[src/lia_pkg.sv]
// Shared constants and types for the LPC I/O slave with fast A20 gate
package lia_pkg;
    // Number of host channels, channel 1 is index 0
    localparam int NCH = 2;
    // Local register offsets
    localparam logic [7:0] REG_CTRL   = 8'h00;
    localparam logic [7:0] REG_STAT   = 8'h04;
    localparam logic [7:0] REG_BASE   = 8'h08;
    localparam logic [7:0] REG_IRQST  = 8'h30;
    localparam logic [7:0] REG_IRQMSK = 8'h34;
    localparam logic [7:0] CH_BASE    = 8'h10;
    localparam logic [7:0] CH_STRIDE  = 8'h10;
    localparam logic [7:0] CH_IDR     = 8'h00;
    localparam logic [7:0] CH_ODR     = 8'h04;
    localparam logic [7:0] CH_STR     = 8'h08;
    // Control bits
    localparam int CTRL_FA20 = 0;
    localparam int CTRL_EN   = 1;
    localparam int CTRL_PORT = 3;
    localparam logic [3:0] CTRL_RST = 4'h0;
    // Status bits
    localparam int STAT_GATE = 0;
    localparam int STAT_BUSY = 1;
    // Host status byte bits
    localparam int STR_OBF = 0;
    localparam int STR_IBF = 1;
    localparam int STR_CD  = 3;
    // Host address reset values
    localparam logic [15:0] BASE1_RST = 16'h0060;
    localparam logic [15:0] BASE2_RST = 16'h0068;
    // Link nibbles
    localparam logic [3:0] NIB_START = 4'h0;
    localparam logic [3:0] NIB_IO_RD = 4'h0;
    localparam logic [3:0] NIB_IO_WR = 4'h2;
    localparam logic [3:0] NIB_SYNC  = 4'h0;
    localparam logic [3:0] NIB_REC   = 4'hf;
    // Gate commands
    localparam logic [7:0] CMD_A20   = 8'hd1;
    localparam logic [7:0] CMD_NULL  = 8'hff;
    localparam int         A20_BIT   = 1;
    localparam logic       GATE_RST  = 1'b1;
    typedef enum logic [3:0] {
        ST_IDLE, ST_TYPE, ST_ADDR, ST_WDATA, ST_HTAR,
        ST_FLT, ST_SYNC, ST_RDATA, ST_REC, ST_SKIP
    } lia_st_e;
    typedef enum logic [1:0] {A_IDLE, A_WAIT, A_DONE} lia_a20_e;
endpackage : lia_pkg
[src/lia_fast_a20.sv]
// Hardware decoder of gate commands written to channel 1
`timescale 1ns/1ps
`default_nettype none
module lia_fast_a20
    import lia_pkg::*;
(
    // Clock and reset
    input  wire logic       sys_clk,
    input  wire logic       arst_n,
    // Host writes to channel 1
    input  wire logic       enable,
    input  wire logic       wrStb,
    input  wire logic       isCmd,
    input  wire logic [7:0] data,
    // Results
    output logic            absorb,
    output logic            gate
);
    lia_a20_e st_q;
    lia_a20_e stD;
    logic     gate_q;

    // Bytes of the sequence never reach firmware
    always_comb begin
        stD    = st_q;
        absorb = 1'b0;
        if (enable && wrStb) begin
            if (isCmd && data == CMD_A20) begin
                stD    = A_WAIT;
                absorb = 1'b1;
            end else if (!isCmd && st_q == A_WAIT) begin
                stD    = A_DONE;
                absorb = 1'b1;
            end else if (isCmd && data == CMD_NULL && st_q == A_DONE) begin
                stD    = A_IDLE;
                absorb = 1'b1;
            end else begin
                stD    = A_IDLE;
            end
        end
    end

    // Disabled decoder stays idle so every byte goes to firmware
    always_ff @(posedge sys_clk or negedge arst_n) begin
        if (!arst_n) begin
            st_q <= A_IDLE;
        end else if (!enable) begin
            st_q <= A_IDLE;
        end else begin
            st_q <= stD;
        end
    end

    always_ff @(posedge sys_clk or negedge arst_n) begin
        if (!arst_n) begin
            gate_q <= GATE_RST;
        end else if (enable && wrStb && !isCmd && st_q == A_WAIT) begin
            gate_q <= data[A20_BIT];
        end
    end

    assign gate = gate_q;
endmodule : lia_fast_a20
`default_nettype wire

[src/lia_lpc_io_slave.sv]
// LPC I/O read and write slave with host channels and fast A20 gate
//
// Added by the designer: the register addresses and the plain strobed port.
`timescale 1ns/1ps
`default_nettype none
module lia_lpc_io_slave
    import lia_pkg::*;
(
    // Clock and reset
    input  wire logic        sys_clk,
    input  wire logic        arst_n,
    // Register port
    input  wire logic [7:0]  regAddr,
    input  wire logic [31:0] regWdata,
    input  wire logic        regWe,
    input  wire logic        regRe,
    output logic      [31:0] regRdata,
    // LPC link
    input  wire logic        lclk,
    input  wire logic        lframeN,
    input  wire logic [3:0]  ladIn,
    output logic      [3:0]  ladOut,
    output logic             ladOeN,
    // Gate pin and interrupt
    output logic             a20PortPin,
    output logic             irq
);
    // Link inputs, {lclk, lframeN, ladIn}
    logic [5:0]  inS1_q;
    logic [5:0]  inS2_q;
    logic [5:0]  inS3_q;
    logic        lclkRise;
    logic        frameLow;
    logic [3:0]  ladNib;
    // Cycle sequencer
    lia_st_e     st_q;
    lia_st_e     stD;
    logic [1:0]  cnt_q;
    logic [15:0] addr_q;
    logic [15:0] addrFull;
    logic        isWr_q;
    logic        isCmd_q;
    logic        chSel_q;
    logic [7:0]  wByte_q;
    logic [7:0]  rByte_q;
    logic        busy_q;
    logic        commit;
    logic        addrDone;
    logic [3:0]  ladOut_q;
    logic        ladOeN_q;
    // Channels
    logic [NCH-1:0] hit;
    logic [NCH-1:0] hostWr;
    logic [NCH-1:0] deliver;
    logic [NCH-1:0] hostRdData;
    logic [NCH-1:0] ibf_q;
    logic [NCH-1:0] obf_q;
    logic [NCH-1:0] cd_q;
    logic [7:0]     idr_q  [NCH];
    logic [7:0]     odr_q  [NCH];
    logic [7:0]     strB   [NCH];
    logic [15:0]    base_q [NCH];
    logic [31:0]    chRd   [NCH];
    // Local registers
    logic [3:0]     ctrl_q;
    logic [NCH-1:0] irqSt_q;
    logic [NCH-1:0] irqMsk_q;
    logic           irqRd;
    logic [31:0]    rdMux;
    logic [31:0]    regRdata_q;
    logic           a20Pin_q;
    logic           irq_q;
    logic           a20Absorb;
    logic           a20Gate;

    // Link pins come from the host clock domain
    always_ff @(posedge sys_clk or negedge arst_n) begin
        if (!arst_n) begin
            inS1_q <= 6'h3f;
            inS2_q <= 6'h3f;
            inS3_q <= 6'h3f;
        end else begin
            inS1_q <= {lclk, lframeN, ladIn};
            inS2_q <= inS1_q;
            inS3_q <= inS2_q;
        end
    end

    // Data taken one stage late was settled before the host edge
    assign lclkRise = inS2_q[5] & ~inS3_q[5];
    assign frameLow = ~inS3_q[4];
    assign ladNib   = inS3_q[3:0];
    assign addrFull = {addr_q[11:0], ladNib};

    // Host address decode, data port at base, command and status at base plus 4
    generate
        for (genvar c = 0; c < NCH; c++) begin : g_hit
            assign hit[c] = ctrl_q[CTRL_EN + c]
                          && addrFull[15:3] == base_q[c][15:3]
                          && addrFull[1:0] == 2'b00;
        end
    endgenerate

    assign addrDone = st_q == ST_ADDR && cnt_q == 2'd3;

    always_comb begin
        stD = st_q;
        if (frameLow) begin
            stD = (ladNib == NIB_START) ? ST_TYPE : ST_IDLE;
        end else begin
            case (st_q)
                ST_TYPE: begin
                    if (ladNib == NIB_IO_RD || ladNib == NIB_IO_WR) begin
                        stD = ST_ADDR;
                    end else begin
                        stD = ST_SKIP;
                    end
                end
                ST_ADDR: begin
                    if (cnt_q == 2'd3) begin
                        if (hit == '0) begin
                            stD = ST_SKIP;
                        end else begin
                            stD = isWr_q ? ST_WDATA : ST_HTAR;
                        end
                    end
                end
                ST_WDATA: begin
                    if (cnt_q == 2'd1) begin
                        stD = ST_HTAR;
                    end
                end
                ST_HTAR:  stD = ST_FLT;
                ST_FLT:   stD = ST_SYNC;
                ST_SYNC:  stD = isWr_q ? ST_REC : ST_RDATA;
                ST_RDATA: begin
                    if (cnt_q == 2'd1) begin
                        stD = ST_REC;
                    end
                end
                ST_REC:   stD = ST_IDLE;
                ST_IDLE:  stD = ST_IDLE;
                ST_SKIP:  stD = ST_SKIP;
                default:  stD = ST_IDLE;
            endcase
        end
    end

    // Effects land only on entry to the state 12 turnaround
    assign commit = lclkRise && stD == ST_REC && st_q != ST_REC;

    always_ff @(posedge sys_clk or negedge arst_n) begin
        if (!arst_n) begin
            st_q  <= ST_IDLE;
            cnt_q <= 2'd0;
        end else if (lclkRise) begin
            st_q  <= stD;
            cnt_q <= (stD != st_q) ? 2'd0 : cnt_q + 2'd1;
        end
    end

    always_ff @(posedge sys_clk or negedge arst_n) begin
        if (!arst_n) begin
            addr_q  <= 16'h0000;
            isWr_q  <= 1'b0;
            wByte_q <= 8'h00;
        end else if (lclkRise && !frameLow) begin
            if (st_q == ST_TYPE) begin
                isWr_q <= ladNib == NIB_IO_WR;
            end
            if (st_q == ST_ADDR) begin
                addr_q <= addrFull;
            end
            if (st_q == ST_WDATA && cnt_q == 2'd0) begin
                wByte_q[3:0] <= ladNib;
            end
            if (st_q == ST_WDATA && cnt_q == 2'd1) begin
                wByte_q[7:4] <= ladNib;
            end
        end
    end

    // Read byte is captured at decode so the data states need no mux race
    always_ff @(posedge sys_clk or negedge arst_n) begin
        if (!arst_n) begin
            chSel_q <= 1'b0;
            isCmd_q <= 1'b0;
            rByte_q <= 8'h00;
        end else if (lclkRise && !frameLow && addrDone && hit != '0) begin
            chSel_q <= hit[1];
            isCmd_q <= addrFull[2];
            rByte_q <= addrFull[2] ? strB[hit[1]] : odr_q[hit[1]];
        end
    end

    always_ff @(posedge sys_clk or negedge arst_n) begin
        if (!arst_n) begin
            busy_q <= 1'b0;
        end else if (lclkRise && frameLow) begin
            busy_q <= 1'b0;
        end else if (commit) begin
            busy_q <= 1'b0;
        end else if (lclkRise && addrDone && hit != '0) begin
            busy_q <= 1'b1;
        end
    end

    // Drive set up for the state being entered
    always_ff @(posedge sys_clk or negedge arst_n) begin
        if (!arst_n) begin
            ladOut_q <= 4'h0;
            ladOeN_q <= 1'b1;
        end else if (lclkRise) begin
            ladOeN_q <= 1'b0;
            case (stD)
                ST_SYNC:  ladOut_q <= NIB_SYNC;
                ST_RDATA: ladOut_q <= (st_q == ST_RDATA) ? rByte_q[7:4] : rByte_q[3:0];
                ST_REC:   ladOut_q <= NIB_REC;
                default: begin
                    ladOut_q <= 4'h0;
                    ladOeN_q <= 1'b1;
                end
            endcase
        end
    end

    // Channel registers
    generate
        for (genvar c = 0; c < NCH; c++) begin : g_ch
            localparam logic [7:0] A_IDR  = 8'(CH_BASE + c * CH_STRIDE + CH_IDR);
            localparam logic [7:0] A_ODR  = 8'(CH_BASE + c * CH_STRIDE + CH_ODR);
            localparam logic [7:0] A_STR  = 8'(CH_BASE + c * CH_STRIDE + CH_STR);
            localparam logic [7:0] A_BASE = 8'(REG_BASE + 4 * c);
            localparam logic [15:0] B_RST = (c == 0) ? BASE1_RST : BASE2_RST;
            logic swRdIdr;
            logic swWrOdr;

            assign hostWr[c]     = commit && isWr_q && chSel_q == 1'(c);
            assign hostRdData[c] = commit && !isWr_q && !isCmd_q && chSel_q == 1'(c);
            // Only channel 1 can be absorbed by the gate decoder
            assign deliver[c]    = hostWr[c] && !(c == 0 && a20Absorb);
            assign swRdIdr       = regRe && regAddr == A_IDR;
            assign swWrOdr       = regWe && regAddr == A_ODR;

            always_comb begin
                strB[c] = 8'h00;
                strB[c][STR_OBF] = obf_q[c];
                strB[c][STR_IBF] = ibf_q[c];
                strB[c][STR_CD]  = cd_q[c];
            end

            always_ff @(posedge sys_clk or negedge arst_n) begin
                if (!arst_n) begin
                    idr_q[c] <= 8'h00;
                    cd_q[c]  <= 1'b0;
                end else if (deliver[c]) begin
                    idr_q[c] <= wByte_q;
                    cd_q[c]  <= isCmd_q;
                end
            end

            // Host events win over a same-cycle software clear
            always_ff @(posedge sys_clk or negedge arst_n) begin
                if (!arst_n) begin
                    ibf_q[c] <= 1'b0;
                end else if (deliver[c]) begin
                    ibf_q[c] <= 1'b1;
                end else if (swRdIdr) begin
                    ibf_q[c] <= 1'b0;
                end
            end

            always_ff @(posedge sys_clk or negedge arst_n) begin
                if (!arst_n) begin
                    obf_q[c] <= 1'b0;
                    odr_q[c] <= 8'h00;
                end else if (swWrOdr) begin
                    obf_q[c] <= 1'b1;
                    odr_q[c] <= regWdata[7:0];
                end else if (hostRdData[c]) begin
                    obf_q[c] <= 1'b0;
                end
            end

            always_ff @(posedge sys_clk or negedge arst_n) begin
                if (!arst_n) begin
                    base_q[c] <= B_RST;
                end else if (regWe && regAddr == A_BASE) begin
                    base_q[c] <= regWdata[15:0];
                end
            end

            always_ff @(posedge sys_clk or negedge arst_n) begin
                if (!arst_n) begin
                    irqSt_q[c] <= 1'b0;
                end else if (deliver[c]) begin
                    irqSt_q[c] <= 1'b1;
                end else if (irqRd) begin
                    irqSt_q[c] <= 1'b0;
                end
            end

            always_comb begin
                chRd[c] = 32'h0000_0000;
                if (regAddr == A_IDR) begin
                    chRd[c][7:0] = idr_q[c];
                end else if (regAddr == A_ODR) begin
                    chRd[c][7:0] = odr_q[c];
                end else if (regAddr == A_STR) begin
                    chRd[c][7:0] = strB[c];
                end else if (regAddr == A_BASE) begin
                    chRd[c][15:0] = base_q[c];
                end
            end
        end
    endgenerate

    // Gate decoder sees only channel 1 host writes
    lia_fast_a20 u_a20 (
        .sys_clk (sys_clk),
        .arst_n  (arst_n),
        .enable  (ctrl_q[CTRL_FA20]),
        .wrStb   (hostWr[0]),
        .isCmd   (isCmd_q),
        .data    (wByte_q),
        .absorb  (a20Absorb),
        .gate    (a20Gate)
    );

    // Local control and mask
    always_ff @(posedge sys_clk or negedge arst_n) begin
        if (!arst_n) begin
            ctrl_q   <= CTRL_RST;
            irqMsk_q <= '0;
        end else if (regWe && regAddr == REG_CTRL) begin
            ctrl_q <= regWdata[3:0];
        end else if (regWe && regAddr == REG_IRQMSK) begin
            irqMsk_q <= regWdata[NCH-1:0];
        end
    end

    assign irqRd = regRe && regAddr == REG_IRQST;

    always_comb begin
        rdMux = 32'h0000_0000;
        case (regAddr)
            REG_CTRL:   rdMux[3:0] = ctrl_q;
            REG_IRQST:  rdMux[NCH-1:0] = irqSt_q;
            REG_IRQMSK: rdMux[NCH-1:0] = irqMsk_q;
            REG_STAT: begin
                rdMux[STAT_GATE] = a20Gate;
                rdMux[STAT_BUSY] = busy_q;
            end
            default: begin
                for (int c = 0; c < NCH; c++) begin
                    rdMux = rdMux | chRd[c];
                end
            end
        endcase
    end

    // Unmapped reads return zero
    always_ff @(posedge sys_clk or negedge arst_n) begin
        if (!arst_n) begin
            regRdata_q <= 32'h0000_0000;
        end else begin
            regRdata_q <= regRe ? rdMux : 32'h0000_0000;
        end
    end

    always_ff @(posedge sys_clk or negedge arst_n) begin
        if (!arst_n) begin
            a20Pin_q <= 1'b0;
        end else begin
            a20Pin_q <= ctrl_q[CTRL_FA20] ? a20Gate : ctrl_q[CTRL_PORT];
        end
    end

    always_ff @(posedge sys_clk or negedge arst_n) begin
        if (!arst_n) begin
            irq_q <= 1'b0;
        end else begin
            irq_q <= |(irqSt_q & irqMsk_q);
        end
    end

    assign regRdata   = regRdata_q;
    assign ladOut     = ladOut_q;
    assign ladOeN     = ladOeN_q;
    assign a20PortPin = a20Pin_q;
    assign irq        = irq_q;
endmodule : lia_lpc_io_slave
`default_nettype wire

[config.mk]
export PLATFORM = sky130hd
export DESIGN_NAME = lia_lpc_io_slave
export DESIGN_NICKNAME = d
export VERILOG_FILES = /design/src/lia_pkg.sv /design/src/lia_fast_a20.sv /design/src/lia_lpc_io_slave.sv
export SDC_FILE = /design/constraint.sdc
export NUM_CORES = 1
export LEC_CHECK = 0
export BUFFER_PORTS_ARGS = -buffer_cell sky130_fd_sc_hd__buf_2
export CORE_MARGIN = 3
export CORE_UTILIZATION = 50
export CTS_BUF_LIST = sky130_fd_sc_hd__clkbuf_8
export DETAILED_ROUTE_END_ITERATION = 8
export PLACE_DENSITY = 0.73
export SLEW_MARGIN = 30
export SYNTH_ARGS = -nofsm -noshare
export SYNTH_HDL_FRONTEND = slang
export SYNTH_SLANG_ARGS = --single-unit
[constraint.sdc]
create_clock -name sys_clk -period 2.6 [get_ports sys_clk]
set_input_delay 0.52 -clock sys_clk [delete_from_list [all_inputs] [get_ports sys_clk]]
set_output_delay 0.52 -clock sys_clk [all_outputs]
set_load 0.02 [all_outputs]
* Yosys cells after proc, flatten, opt, wreduce, memory -nomap -nowiden
Cells that the tools add are included.
Cells by class: add/subtract/negate cells 1, order comparisons 1, equal/unequal tests 34, multiplexer cells 62, bitwise gates (word level) 8, reductions and logical operators 65
Operators by type and width (number):
- $mux 8 | 18
- $eq 8x6->1 const B | 5
- $logic_and 1x1->1 | 39
- $mux 4 | 9
- $mux 16 | 2
- $mux 32 | 1
- $pmux 4 s8 | 1
- $eq 13x13->1 | 2
- $eq 4x3->1 const B | 6
- $eq 8x5->1 const B | 3
- $mux 1 | 21
- $eq 8x4->1 const B | 2
- $eq 8x8->1 const B | 2
- $or 16x16->16 | 1
- $reduce_bool 2->1 | 7
- $eq 4x2->1 const B | 3
- $mux 12 | 1
- $mux 2 | 5
- $reduce_and 2->1 | 5
- $eq 4x4->1 const B | 2
- $eq 8x3->1 const B | 1
- $logic_not 8->1 | 1
- $pmux 2 s4 | 1
- $pmux 4 s2 | 1
- 22 further kinds | 32
Storage, ports and cells: bits in registers 176, bits of input ports 50, output and inout bits 39, word-level logic and storage cells 207

* Longest topological paths before layout
word-level depth 18, depth in mapped cells 10, depth with buffers taken out 9

* Modules after synthesis
A second synthesis with hierarchy kept.
Unflattened totals: cell total of the unflattened synthesis 592, area, all modules 7310.8 um^2
Modules (own cells, without submodules):
- lia_lpc_io_slave | times used 1, cells each 574, area an instance 7125.6 um^2
- lia_fast_a20 | times used 1, cells each 18, area an instance 185.2 um^2

* Worst setup path before layout
Ideal clock, no wire load.
path kind register -> register, start point register cnt_q[1], end point register cd_q[0], setup time 0.128 ns, arrival time 2.372 ns, data required time 2.472 ns, path slack 0.100 ns, cell stages (with the launch flop) 11, clock period less this slack 2.500 ns, cells stage by stage dfrtp_1 inv_1 ha_1 a2bb2oi_1 nor2_1 o31a_1 or2_1 buf_2 nor4_4 buf_4 mux2_1
On the way: longest elaborated chain between the ends 13
RTL lines:
- start, declared | RTL line lia_lpc_io_slave.sv:38 | logic [1:0] cnt_q;
- start signal, assigned | RTL line lia_lpc_io_slave.sv:158 | cnt_q <= (stD != st_q) ? 2'd0 : cnt_q + 2'd1;
- $eq 2x1->1 / $eq 2x2->1 (equally long branches) | RTL line lia_lpc_io_slave.sv:129, lia_lpc_io_slave.sv:137, lia_lpc_io_slave.sv:120
- $mux 4 (on tied branches) | RTL line lia_lpc_io_slave.sv:137, lia_lpc_io_slave.sv:120, lia_lpc_io_slave.sv:129
- $pmux 4 s8 * | RTL line lia_lpc_io_slave.sv:111 | case (st_q)
- $mux 4 * | RTL line lia_lpc_io_slave.sv:108 | if (frameLow) begin
- $eq 4x4->1 * | RTL line lia_lpc_io_slave.sv:150 | assign commit = lclkRise && stD == ST_REC && st_q != ST_REC;
- $logic_and 1x1->1 * (2 in series) | RTL line lia_lpc_io_slave.sv:150
- $logic_and 1x1->1 * (2 in series) | RTL line lia_lpc_io_slave.sv:238 | assign hostWr[c] = commit && isWr_q && chSel_q == 1'(c);
- $logic_and 1x1->1 | RTL line lia_fast_a20.sv:27 | if (enable && wrStb) begin
- $mux 1 | RTL line lia_fast_a20.sv:27
- $logic_not 1->1 | RTL line lia_lpc_io_slave.sv:241 | assign deliver[c] = hostWr[c] && !(c == 0 && a20Absorb);
- $logic_and 1x1->1 * | RTL line lia_lpc_io_slave.sv:241
- end signal, assigned by index | RTL line lia_lpc_io_slave.sv:258 | cd_q[c] <= isCmd_q;
- end, declared | RTL line lia_lpc_io_slave.sv:58 | logic [NCH-1:0] cd_q;
Every way passes the cells marked *; elsewhere a longest branch is shown, timed or not. A chain may end at the register's enable or synchronous reset.

* Worst setup path in the final report
start point register cnt_q[0], end point register idr_q[11] in the netlist's numbering
On the way: longest elaborated chain between the ends 13
RTL lines:
- $eq 2x1->1 / $eq 2x2->1 (equally long branches) | RTL line lia_lpc_io_slave.sv:129, lia_lpc_io_slave.sv:137, lia_lpc_io_slave.sv:120
- $mux 4 (on tied branches) | RTL line lia_lpc_io_slave.sv:137, lia_lpc_io_slave.sv:120, lia_lpc_io_slave.sv:129
- $pmux 4 s8 * | RTL line lia_lpc_io_slave.sv:111
- $mux 4 * | RTL line lia_lpc_io_slave.sv:108
- $eq 4x4->1 * | RTL line lia_lpc_io_slave.sv:150
- $logic_and 1x1->1 * (2 in series) | RTL line lia_lpc_io_slave.sv:150
- $logic_and 1x1->1 * (2 in series) | RTL line lia_lpc_io_slave.sv:238
- $logic_and 1x1->1 | RTL line lia_fast_a20.sv:27
- $mux 1 | RTL line lia_fast_a20.sv:27
- $logic_not 1->1 | RTL line lia_lpc_io_slave.sv:241
- $logic_and 1x1->1 * | RTL line lia_lpc_io_slave.sv:241
- end signal, assigned by index | RTL line lia_lpc_io_slave.sv:257 | idr_q[c] <= wByte_q;
- end, declared | RTL line lia_lpc_io_slave.sv:59 | logic [7:0] idr_q [NCH];
Marked as above.

==> metrics.yaml <==
synthesis:
  synth_cell_types: 68
  synth_edf_count: 0
  synth-seq-area-share_pct: 54.7
  synth.area.top_cells: "dfrtp_1, mux2_2, dfstp_2, mux2_1, xnor2_1"
  synth-seq-cells: 160
  synth.most_common_cell: "dfrtp_1"
  avgSynthCellArea_um2: 12.3
  syn_area_um2: 7370
  synthTopCellsByCount: "dfrtp_1, mux2_2, nand2_1, nor2_1, mux2_1"
  netlist_instances: 599
  synth_top_area_share_pct: 45.8
  synth_flop_cell: "dfrtp_1"
  async_flop_share_pct: 100
  yosysWarnings: 0
  synth.largest_area_cell: "dfrtp_1"
grt:
  grt_max_degree: 61
  grt_pass1_wl_mm: 30.2
  grt.total_usage_pct: 24.1
  grt_pass1_vias: 5650
  grt-ovfl-total: 0
  grt_antenna_before_repair: 0
job:
  cap_violations: 0
cts:
  cts_tree: "yes"
  numCtsBuffers: 17
  htree_levels: 4
  path_clk_slew_ns: 0.09
  insertion_delay_ns: 0.47
  clk_path_buf_depth: 2
  hold_buffers: 0
  root_buffer: "clkbuf_8"
  cts_sinks: 160
status:
  status: "finished with violations"
  failed_checks: "setup timing"
drt:
  drc: 0
  wl_per_cell_um: 20.2
  dr_wl_met2_mm: 9.51
  routed.top_layer: "met4"
  wl_mm: 19.2
  drtIter0Drc: 429
  drtAntennaViolNets: 0
  via_per_inst: 5.79
  dr.pass1.iters: 5
  wl_met3_mm: 1.13
  met1_length_mm: 8.14
  vias: 5515
power:
  p_clk_share_pct: 37.6
  p_int_uw: 3740
  switching_power_uw: 1360
  ir_worst_vdd_v: 0.000391
  pwr-share-comb_pct: 10.5
  sw_frac_of_total_pct: 26.6
  p_per_area_nw_per_um2: 555
  p_seq_share_pct: 51.8
  leakagePower_uw: 0.00439
worst_hold_path:
  worstHoldPathType: "input pin to async pin"
sta:
  setup_viol: 1
  period_needed_ns: 2.60
  rsz0062_at_grt: "true"
  post-route-period-util_pct: 100
  clock_skew_ns: 0.0165
  slew_violations: 0
  clock.fmax_mhz: 384
  hold_violations: 0
  maxSlewHeadroom_pct: 60.8
  worst_pin_slew_ns: 0.587
  fin_ws_ns: -0.00426
final_layout:
  stdcell_count: 952
  area_delta_synth_final_pct: 24.8
  layout-drive-gt1-share_pct: 43.1
  fill_cells: 1076
  utilization_pct: 65.0
  design_area_um2: 9200
  nNetsFinal: 812
  diodes: 0
floorplanning:
  die_area_um2: 16200
  initial_utilization_pct: 52.1
  io_pins: 89
  fp.dieH_um: 127
  die_x_um: 127
  row_count: 43
  core_area_um2: 14100
placed_design:
  numPortBuffers: 56
  dp.cells: 901
  routabilityCongestion: 0.945
  dp_hpwl_mm: 13.9
  dpl_cell_area_um2: 8440
critical_path:
  path_max_fanout: 5
  cp.arrival_ns: 2.95
  crit_type: "register to register"
  cpPeakStageDelay_ns: 0.48
  end_kind: "register"
  crit_path_start_kind: "register"
  worstPathCellList: "buf_4 -> ha_2 -> and4_4 -> o31a_1 -> or2_4 -> nor4_4 -> clkbuf_16 -> mux2_1"
  reg2regPathDepth: 8
  required_ns: 2.95
  crit_path_top_delay_cell: "nor4_4"
power by group through the flow:
stage	Sequential, uW	Combinational, uW	Clock, uW
global route	2660	581	2060
global placement	2690	428	0
floorplan	2690	214	0
CTS	2640	456	1950
finish	2650	537	1920
detailed placement	2690	444	0
worst paths after layout:
kind / from / slack, ns / to
worst max-delay path: cnt_q[0] / -0.004 / idr_q[11]
worst min-delay path: arst_n / 0.02 / isCmd_q
worst max register to register: cnt_q[0] / -0.004 / idr_q[11]
worst min register to register: inS2_q[3] / 0.35 / inS3_q[3]
max in group asynchronous: arst_n / 1.78 / base_q[6]
min in group sys_clk: ladIn[2] / 0.15 / inS1_q[2]
state kept, by name, indices dropped and copies added (netlist names), 4 cells and up:
register	cells
regRdata	16
inS1_q	6
inS2_q	6
odr_q	16
addr_q	12
st_q	4
ladOut	4
rByte_q	8
inS3_q	6
idr_q	16
ctrl_q	4
base_q	32
wByte_q	8
stage by stage:
| stage | setup WS [ns] | hold WS, ns | TNS [ns] | total power, uW |
|---|---|---|---|---|
| 2_1_floorplan | 0.100 | 0.224 | 0 | 2900 |
| 3_3_place_gp | -0.314 | 0.345 | -4.97 | 3120 |
| 3_5_place_dp | -0.351 | 0.347 | -4.37 | 3140 |
| 4_1_cts | 0.0167 | 0.0258 | 0 | 5050 |
| 5_1_grt | -0.0799 | 0.0423 | -0.504 | 5300 |
| 6_report | -0.00426 | 0.0200 | -0.00426 | 5100 |
layout make-up:
cell class | count | area, um2 | area share (%)
Clock buffer | 18 | 248 | 2.69
Clock inverter | 14 | 169 | 1.84
Sequential cell | 160 | 4040 | 43.9
Timing Repair Buffer | 166 | 1190 | 13.0
Inverter | 13 | 48.8 | 0.530
Tap cell | 180 | 225 | 2.45
Multi-Input combinational cell | 401 | 3280 | 35.6
worst max-delay path, delay by kind of cell, from the launching register on:
kind	cells	cell delay (ns)
fa+ha+maj	1	0.19
mux	1	0.31
compound gates	1	0.30
simple gates	3	0.91
flops	1	0.40
buf+inv	2	0.40
layer usage:
layer	up-vias	GRT usage (%)
li1	2481	-
met1	2830	31.5
met2	178	39.9
met3	26	6.06
met4	0	7.51
met5	-	0
timing repair:
item                       CTS  global route
pin swaps                    3            14
hold endpoints to repair     0             0
cloned                       0             1
resized for setup            2            37
setup buffers                4            14
setup endpoints to repair   22            14
kinds of logic (layout without fill, tap and decap cells):
| logic type | after synthesis | count (layout) | synth area share, % |
|---|---|---|---|
| other | 1 | 16 | 0.0509 |
| and+or+nand+nor | 128 | 128 | 9.08 |
| xor gates and xnor gates | 26 | 26 | 3.09 |
| DFF | 160 | 160 | 54.7 |
| muxes | 120 | 120 | 18.5 |
| buffers and inverters | 53 | 211 | 3.72 |
| AOI/OAI and AO/OA | 108 | 108 | 10.3 |
| adders and majority gates | 3 | 3 | 0.509 |
cells in the final DEF, fill, tap and decap left out, types with 3 or more instances in the layout:
| cell | instances |
|---|---|
| o31ai_1 | 5 |
| or2_2 | 3 |
| conb_1 | 16 |
| nand3_1 | 7 |
| buf_12 | 4 |
| dfrtp_1 | 133 |
| nor4_1 | 4 |
| inv_6 | 3 |
| buf_6 | 5 |
| mux2_1 | 20 |
| buf_4 | 101 |
| mux2_4 | 10 |
| or3_1 | 3 |
| a211oi_1 | 3 |
| mux2i_1 | 18 |
| a21oi_1 | 11 |
| nand4_1 | 11 |
| xnor2_1 | 26 |
| o21ai_0 | 13 |
| mux2_2 | 69 |
| nor2_1 | 32 |
| inv_8 | 4 |
| mux4_2 | 3 |
| a31oi_1 | 10 |
| a22oi_1 | 27 |
| o22a_1 | 4 |
| nor4_4 | 3 |
| clkbuf_8 | 18 |
| nor3_1 | 4 |
| inv_1 | 12 |
| nand2_1 | 33 |
| and3_1 | 3 |
| dfstp_2 | 25 |
| o22ai_1 | 4 |
| a21o_1 | 5 |
| buf_2 | 55 |
Note: power is estimated with default switching activity, not from simulation.
